$ cat config.mk
export PLATFORM = sky130hd
export DESIGN_NAME = tapdet
export DESIGN_NICKNAME = d
export VERILOG_FILES = /design/src/hw/tapdet_pkg.sv /design/src/hw/tapdet.sv
export VERILOG_INCLUDE_DIRS = /design/src /design/src/hw
export SDC_FILE = /design/constraint.sdc
export NUM_CORES = 1
export LEC_CHECK = 0
export ABC_AREA = 1
export BUFFER_PORTS_ARGS = -buffer_cell sky130_fd_sc_hd__buf_2
export CAP_MARGIN = 20
export CELL_PAD_IN_SITES_DETAIL_PLACEMENT = 0
export CELL_PAD_IN_SITES_GLOBAL_PLACEMENT = 1
export CORE_MARGIN = 10
export CORE_UTILIZATION = 33
export DETAILED_ROUTE_END_ITERATION = 12
export PLACE_DENSITY = 0.62
export SYNTH_ARGS = -nofsm -noshare
export SYNTH_HDL_FRONTEND = slang
export SYNTH_SLANG_ARGS = --single-unit
export TNS_END_PERCENT = 100
$ cat constraint.sdc
create_clock -name mclk -period 4.9 [get_ports mclk]
set_input_delay 0.98 -clock mclk [delete_from_list [all_inputs] [get_ports mclk]]
set_output_delay 0.98 -clock mclk [all_outputs]
set_load 0.01 [all_outputs]
$ cat src/hw/tapdet_defines.svh
// Constants for the tap event detector: offsets, fields, window lengths
// Operation
// Host enables taps per axis
// Threshold is 5-bit, full scale over 32
// Slope magnitude of either sign compared
// Slope must drop before shock window ends
// Shock: code 0 is 4, else code times 8
// No crossing during quiet after first tap
// Unlatched interrupt pulse lasts quiet window
// Quiet: code 0 is 2, else code times 4
// Duration window starts after first quiet ends
// Duration: code 0 is 16, else times 32
// Per-pin route bits gate tap interrupts
// No tap interrupts during inactivity
// Source bit7 zero, bits 6-4 event flags
// Source bit3 gives tap sign
// Source bits 2-0 give X, Y, Z axis
// Select bit 0 means single taps only
// Latch applies to single or double per select
// Latched interrupt held until source read
// Latch ignored when interrupt not routed
// Slope is sample difference divided by two
// Second tap must start inside duration window
// Windows count accelerometer output samples
`ifndef TAPDET_DEFINES_SVH
`define TAPDET_DEFINES_SVH

`define TAPDET_SRC_ADDR 7'h1C
`define TAPDET_SRC_ANY 6
`define TAPDET_SRC_SINGLE 5
`define TAPDET_SRC_DOUBLE 4
`define TAPDET_SRC_SIGN 3
`define TAPDET_SRC_RESET 8'h00
`define TAPDET_THS_SHIFT 10
`define TAPDET_SHOCK_BASE 9'h004
`define TAPDET_SHOCK_STEP 9'h008
`define TAPDET_QUIET_BASE 9'h002
`define TAPDET_QUIET_STEP 9'h004
`define TAPDET_DUR_BASE 9'h010
`define TAPDET_DUR_STEP 9'h020

`endif

$ cat src/hw/tapdet_pkg.sv
// Types shared by the tap event detector
package tapdet_pkg;

    // Axis 2 is X, 1 is Y, 0 is Z, matching the source register bits
    typedef struct packed {
        logic [2:0][15:0] axis;
    } tapdet_sample_type;

    typedef struct packed {
        logic [2:0] tap_axis_en;
        logic [4:0] tap_threshold_field;
        logic [1:0] shock_field;
        logic [1:0] quiet_field;
        logic [3:0] duration_window_field;
        logic latch_interrupt_enable;
        logic single_double_sel;
        logic pin1_single_route;
        logic pin1_double_route;
        logic pin2_single_route;
        logic pin2_double_route;
        logic inactive_state;
    } tapdet_cfg_type;

    typedef enum logic [2:0] {
        ST_IDLE,
        ST_SHOCK1,
        ST_QUIET,
        ST_DUR,
        ST_SHOCK2,
        ST_QUIET2,
        ST_SETTLE
    } tapdet_state_type;

endpackage
$ cat src/hw/tapdet.sv
// Single and double tap detector with source register and two interrupt pins
`timescale 1ns/10ps
`include "tapdet_defines.svh"

module tapdet (
    input wire logic mclk, // 20 MHz clock
    input wire logic rst, // Asynchronous reset, active high
    input wire logic sample_valid, // One-cycle strobe per output sample
    input wire tapdet_pkg::tapdet_sample_type sample, // Signed samples, full scale = 2^15
    input wire tapdet_pkg::tapdet_cfg_type cfg, // Configuration bits
    input wire logic rd_en, // Register read strobe
    input wire logic [6:0] rd_addr, // Register read address
    output logic [7:0] rd_data, // Read data, valid cycle after rd_en
    output logic int1, // First interrupt pin
    output logic int2 // Second interrupt pin
);

    tapdet_pkg::tapdet_state_type state;
    logic [2:0][15:0] prev;
    logic prev_ok;
    logic [2:0] over;
    logic [2:0] neg;
    logic any_over;
    logic [16:0] thr;
    logic [8:0] cnt;
    logic [8:0] cnt_p1;
    logic [8:0] shock_len;
    logic [8:0] quiet_len;
    logic [8:0] dur_len;
    logic [2:0] tap_axes;
    logic tap_sign;
    logic [7:0] src;
    logic rd_hit;
    logic [1:0] evt;
    logic [1:0] routed;
    logic [1:0] latch_ok;
    logic [1:0] kind_int;

    assign thr = 17'(cfg.tap_threshold_field) << `TAPDET_THS_SHIFT;

    assign shock_len = (cfg.shock_field == 2'h0) ? `TAPDET_SHOCK_BASE :
        9'(cfg.shock_field) * `TAPDET_SHOCK_STEP;
    assign quiet_len = (cfg.quiet_field == 2'h0) ? `TAPDET_QUIET_BASE :
        9'(cfg.quiet_field) * `TAPDET_QUIET_STEP;
    assign dur_len = (cfg.duration_window_field == 4'h0) ? `TAPDET_DUR_BASE :
        9'(cfg.duration_window_field) * `TAPDET_DUR_STEP;

    genvar g;
    generate
        for (g = 0; g < 3; g++)
        begin : g_axis
            logic signed [16:0] diff;
            logic signed [16:0] slope;
            logic [16:0] mag;
            assign diff = signed'({sample.axis[g][15], sample.axis[g]})
                - signed'({prev[g][15], prev[g]});
            assign slope = diff >>> 1;
            assign mag = slope[16] ? 17'(-slope) : slope;
            assign neg[g] = slope[16];
            assign over[g] = prev_ok && cfg.tap_axis_en[g] && (mag > thr);

            always_ff @(posedge mclk or posedge rst)
            begin
                if (rst)
                begin
                    prev[g] <= 16'h0000;
                end
                else if (sample_valid)
                begin
                    prev[g] <= sample.axis[g];
                end
            end
        end
    endgenerate

    assign any_over = |over;

    // No slope exists until one sample has been stored
    always_ff @(posedge mclk or posedge rst)
    begin
        if (rst)
        begin
            prev_ok <= 1'b0;
        end
        else if (sample_valid)
        begin
            prev_ok <= 1'b1;
        end
    end

    assign cnt_p1 = cnt + 9'h001;

    // Window sequencer, advanced once per output sample
    always_ff @(posedge mclk or posedge rst)
    begin
        if (rst)
        begin
            state <= tapdet_pkg::ST_IDLE;
            cnt <= 9'h000;
        end
        else if (sample_valid)
        begin
            case (state)
                tapdet_pkg::ST_IDLE:
                begin
                    cnt <= 9'h000;
                    if (any_over)
                    begin
                        state <= tapdet_pkg::ST_SHOCK1;
                    end
                end
                tapdet_pkg::ST_SHOCK1:
                begin
                    if (!any_over)
                    begin
                        state <= tapdet_pkg::ST_QUIET;
                        cnt <= 9'h000;
                    end
                    else if (cnt_p1 >= shock_len)
                    begin
                        state <= tapdet_pkg::ST_SETTLE;
                    end
                    else
                    begin
                        cnt <= cnt_p1;
                    end
                end
                tapdet_pkg::ST_QUIET:
                begin
                    if (cfg.single_double_sel && any_over)
                    begin
                        state <= tapdet_pkg::ST_SETTLE;
                    end
                    else if (cnt_p1 >= quiet_len)
                    begin
                        cnt <= 9'h000;
                        state <= cfg.single_double_sel ? tapdet_pkg::ST_DUR :
                            tapdet_pkg::ST_IDLE;
                    end
                    else
                    begin
                        cnt <= cnt_p1;
                    end
                end
                tapdet_pkg::ST_DUR:
                begin
                    if (any_over)
                    begin
                        state <= tapdet_pkg::ST_SHOCK2;
                        cnt <= 9'h000;
                    end
                    else if (cnt_p1 >= dur_len)
                    begin
                        state <= tapdet_pkg::ST_IDLE;
                    end
                    else
                    begin
                        cnt <= cnt_p1;
                    end
                end
                tapdet_pkg::ST_SHOCK2:
                begin
                    if (!any_over)
                    begin
                        state <= tapdet_pkg::ST_QUIET2;
                        cnt <= 9'h000;
                    end
                    else if (cnt_p1 >= shock_len)
                    begin
                        state <= tapdet_pkg::ST_SETTLE;
                    end
                    else
                    begin
                        cnt <= cnt_p1;
                    end
                end
                tapdet_pkg::ST_QUIET2:
                begin
                    if (cnt_p1 >= quiet_len)
                    begin
                        state <= tapdet_pkg::ST_IDLE;
                    end
                    else
                    begin
                        cnt <= cnt_p1;
                    end
                end
                default:
                begin
                    if (!any_over)
                    begin
                        state <= tapdet_pkg::ST_IDLE;
                    end
                end
            endcase
        end
    end

    // Axis and sign are taken on the crossing sample
    always_ff @(posedge mclk or posedge rst)
    begin
        if (rst)
        begin
            tap_axes <= 3'h0;
            tap_sign <= 1'b0;
        end
        else if (sample_valid && any_over &&
            (state == tapdet_pkg::ST_IDLE || state == tapdet_pkg::ST_DUR))
        begin
            tap_axes <= over;
            tap_sign <= |(over & neg);
        end
    end

    // Events are not generated at all during inactivity
    assign evt[0] = sample_valid && !any_over && !cfg.inactive_state &&
        (state == tapdet_pkg::ST_SHOCK1);
    assign evt[1] = sample_valid && !any_over && !cfg.inactive_state &&
        cfg.single_double_sel && (state == tapdet_pkg::ST_SHOCK2);

    assign rd_hit = rd_en && (rd_addr == `TAPDET_SRC_ADDR);

    // Source flags: a new event wins over a clearing read
    always_ff @(posedge mclk or posedge rst)
    begin
        if (rst)
        begin
            src <= `TAPDET_SRC_RESET;
        end
        else if (|evt)
        begin
            src <= `TAPDET_SRC_RESET;
            src[`TAPDET_SRC_ANY] <= 1'b1;
            src[`TAPDET_SRC_SINGLE] <= evt[0];
            src[`TAPDET_SRC_DOUBLE] <= evt[1];
            src[`TAPDET_SRC_SIGN] <= tap_sign;
            src[2:0] <= tap_axes;
        end
        else if (rd_hit)
        begin
            src <= `TAPDET_SRC_RESET;
        end
    end

    always_ff @(posedge mclk or posedge rst)
    begin
        if (rst)
        begin
            rd_data <= 8'h00;
        end
        else if (rd_en)
        begin
            rd_data <= (rd_addr == `TAPDET_SRC_ADDR) ? src : 8'h00;
        end
    end

    assign routed[0] = cfg.pin1_single_route | cfg.pin2_single_route;
    assign routed[1] = cfg.pin1_double_route | cfg.pin2_double_route;
    assign latch_ok[0] = cfg.latch_interrupt_enable && !cfg.single_double_sel &&
        routed[0];
    assign latch_ok[1] = cfg.latch_interrupt_enable && cfg.single_double_sel &&
        routed[1];

    // Index 0 is the single-tap interrupt, index 1 the double-tap one
    generate
        for (g = 0; g < 2; g++)
        begin : g_kind
            logic [8:0] pcnt;
            logic latched;

            always_ff @(posedge mclk or posedge rst)
            begin
                if (rst)
                begin
                    pcnt <= 9'h000;
                end
                else if (evt[g] && !latch_ok[g])
                begin
                    pcnt <= quiet_len;
                end
                else if (sample_valid && pcnt != 9'h000)
                begin
                    pcnt <= pcnt - 9'h001;
                end
            end

            always_ff @(posedge mclk or posedge rst)
            begin
                if (rst)
                begin
                    latched <= 1'b0;
                end
                else if (evt[g] && latch_ok[g])
                begin
                    latched <= 1'b1;
                end
                else if (rd_hit)
                begin
                    latched <= 1'b0;
                end
            end

            assign kind_int[g] = !cfg.inactive_state &&
                (latched || pcnt != 9'h000);
        end
    endgenerate

    always_ff @(posedge mclk or posedge rst)
    begin
        if (rst)
        begin
            int1 <= 1'b0;
            int2 <= 1'b0;
        end
        else
        begin
            int1 <= (cfg.pin1_single_route && kind_int[0]) ||
                (cfg.pin1_double_route && kind_int[1]);
            int2 <= (cfg.pin2_single_route && kind_int[0]) ||
                (cfg.pin2_double_route && kind_int[1]);
        end
    end

endmodule // tapdet

==> results.json <==
{
  "outcome": "completed",
  "r2r-end": "cnt[2]",
  "rsz0062_at_grt": "no",
  "antenna_found_initial": 1,
  "grt_pass1_vias": 9622,
  "clock_sinks": 101,
  "min_period_ns": 4.47,
  "synthToLayoutAreaGrowth_pct": 14.3,
  "post-place-ws_ns": -0.0245,
  "critPathBufInv": 6,
  "layout-drive-gt1-share_pct": 12.2,
  "ys_top_cells_by_area": "dfrtp_1 (25%), nand2_1 (21%), inv_1 (11%)",
  "power_frac_seq_pct": 28.3,
  "hold_viol_final": 0,
  "worstPathRequired_ns": 5.23,
  "grt_usage_pct": 14.7,
  "swShare_pct": 45.5,
  "synth.cell_area_sq_um": 10200,
  "maxSlewHeadroom_pct": 41.3,
  "vdd_drop_max_mv": 0.171,
  "num_vias": 9889,
  "vias_per_cell": 4.56,
  "ys_ff_latch": 101,
  "power.internal_mw": 2.13,
  "critPathKind": "in2reg",
  "leakage_nw": 6.67,
  "synth_warnings": 0,
  "layout_commonest_cell": "nand2_1",
  "power_density_nw_per_um2": 336,
  "avgSynthCellArea_sq_um": 6.17,
  "cts_buffer_depth": 2,
  "fmax_ghz": 0.224,
  "crit_path_end_kind": "flop",
  "fin_util_pct": 38.2,
  "drt.antenna.violating_nets": 0,
  "synthArstFlopShare_pct": 100,
  "min_to": "src[6]",
  "cts_root_buffer": "clkbuf_16",
  "synth_top_area_share_pct": 24.8,
  "hp-start": "src[6]",
  "cts_setup_buffers": 0,
  "max_slew.worst_pin.slew_ns": 0.878,
  "fin_nets": 1933,
  "rows": 64,
  "grt_pass1_wl_mm": 47.2,
  "worst_path_max_delay_cell": "fa_2",
  "dr.first_iter.drc_count": 386,
  "drv_cap": 0,
  "worst_r2r_path_depth": 32,
  "die-area_sq_um": 38300,
  "dp_cells": 2152,
  "p_clk_share_pct": 20.0,
  "arrival_ns": 4.79,
  "drt_wl_total_mm": 27.5,
  "route.detailed.drc": 0,
  "p_sw_mw": 1.79,
  "fin_cells": 2171,
  "yosysTopAreaCell": "dfrtp_1",
  "antenna_cells": 0,
  "ys_seq_area_share_pct": 24.8,
  "synth_nets": 1816,
  "routedWlPerCell_microns": 12.7,
  "rr_startpoint": "prev[16]",
  "first_pass_iters": 4,
  "insertion_delay_ns": 0.38,
  "cts.reportedPaths.clkPinSlew_ns": 0.08,
  "period_share_pct": 91.1,
  "final.setup.worst_slack_ns": 0.435,
  "dp_hpwl_mm": 22.4,
  "crit_path_start_kind": "primary input",
  "portBuffers": 90,
  "p_total_mw": 3.92,
  "synth_edf_count": 0,
  "core_sq_um": 30500,
  "h-tree-depth": 3,
  "grt_max_degree": 94,
  "initial_utilization_pct": 33.4,
  "final_cell_mix": "nand2_1 (568), inv_1 (296), nand3_1 (149), nor2_1 (106), dfrtp_1 (101)",
  "syn_inst": 1653,
  "cts_resized": 0,
  "finClkSkew_ns": 0.00909,
  "path_delay_family": "simple AND/OR/NAND/NOR gates",
  "fillCellCount": 3453,
  "die_x_microns": 196,
  "critPathMaxStageDelay_ns": 0.34,
  "ys_types": 49,
  "hold_class": "reg2reg",
  "ctsHoldBuffers": 0,
  "gp_congestion": 0.844,
  "yosys_most_used_dff": "dfrtp_1",
  "die_height_microns": 196,
  "combinationalPowerShare_pct": 51.7,
  "setup_viol": 0,
  "cts_buffers": 9,
  "gr-total-overflow": 0,
  "min_path_cells": 2,
  "cts_tree": "built",
  "cpMostUsedCell": "nand2_1",
  "ios": 92,
  "critPathMaxFanout": 7,
  "drv_slew": 0,
  "rrSetupSlack_ns": 0.74
}
==> cell usage after synthesis (all sizes together) (2+ instances only) <==
cell type / count
nand2: 591
fa: 3
o211ai: 8
nor4: 3
nand4: 35
xor2: 24
a21oi: 41
inv: 313
nor3: 16
buf: 8
xnor2: 12
o22ai: 2
nand3b: 20
o21ai: 86
o21bai: 3
ha: 78
or2: 4
nor2: 116
clkbuf: 12
and2: 10
clkinv: 2
dfrtp: 101
nand3: 154
a211oi: 2
==> stage by stage <==
step	hold WS (ns)	instance area (sq um)	setup TNS (ns)
global placement	0.467	11300	0
floorplan	0.448	10200	0
CTS	0.491	11600	0
finish	0.490	11700	0
global route	0.521	11700	0
detailed placement	0.468	11300	-0.0837
==> power by group through the flow <==
stage | combinational (mW) | clock (mW) | sequential [mW]
after global placement | 2.02 | 0 | 1.13
after CTS | 2.04 | 0.816 | 1.11
after global routing | 2.37 | 0.851 | 1.13
final | 2.03 | 0.782 | 1.11
after floorplan | 1.56 | 0 | 1.09
after detailed placement | 2.02 | 0 | 1.13
==> metal layers <==
metal / vias up / share of wire [%] / global-route usage [%]
met5: - / 0 / 0
met4: 0 / 1.4 / 4.07
met3: 22 / 2.6 / 2.15
met2: 95 / 45 / 24.0
met1: 4364 / 51 / 19.6
li1: 5408 / - / -
==> worst max-delay path by stage <==
| stage | cells after the start | endpoint | slack (ns) | startpoint |
|---|---|---|---|---|
| 2_1_floorplan | 29 | cnt[0] | 0.41 | sample[16] |
| 3_3_place_gp | 27 | state[0] | 0.05 | sample[16] |
| 3_5_place_dp | 34 | cnt[7] | -0.02 | sample[16] |
| 4_1_cts | 34 | cnt[7] | 0.37 | sample[16] |
| 5_1_grt | 34 | cnt[4] | 0.003 | sample[0] |
| 6_report | 34 | cnt[2] | 0.43 | sample[16] |
==> logic make-up (layout without fill, tap and decap cells) <==
group           count (synthesis)  in the layout  share of synthesized area (%)
compound gates                148            148                           7.96
xor+xnor                       36             36                           3.09
fa+ha+maj                      81             81                           10.2
buf+inv                       335            456                           12.8
flops                         101            101                           24.8
other cells                     1              1                         0.0368
simple gates                  951            952                           41.1
==> sequential cells by signal, summed over array words and instances, names as in the netlist, 2 cells and up <==
| register | cells |
|---|---|
| cnt | 9 |
| g_kind.latched | 2 |
| g_kind.pcnt | 18 |
| prev | 48 |
| rd_data | 7 |
| src | 7 |
| state | 3 |
| tap_axes | 3 |
==> final cells by class <==
type / instances / area, sq um / share of cell area (%)
clock inverter: 6 / 60.1 / 0.515
sequential: 101 / 2530 / 21.7
clock buffer: 10 / 239 / 2.05
multi-input combinational: 1218 / 6400 / 55.0
timing repair buffer: 125 / 733 / 6.29
tap: 396 / 495 / 4.25
inverter: 315 / 1190 / 10.2
==> tightest hold or removal path: stages, from the launching register on <==
cell and delay (ns):
dfrtp_1 0.35, nand2_1 0.06, nand2_1 0.05
Power figures use the tool's default switching activity.
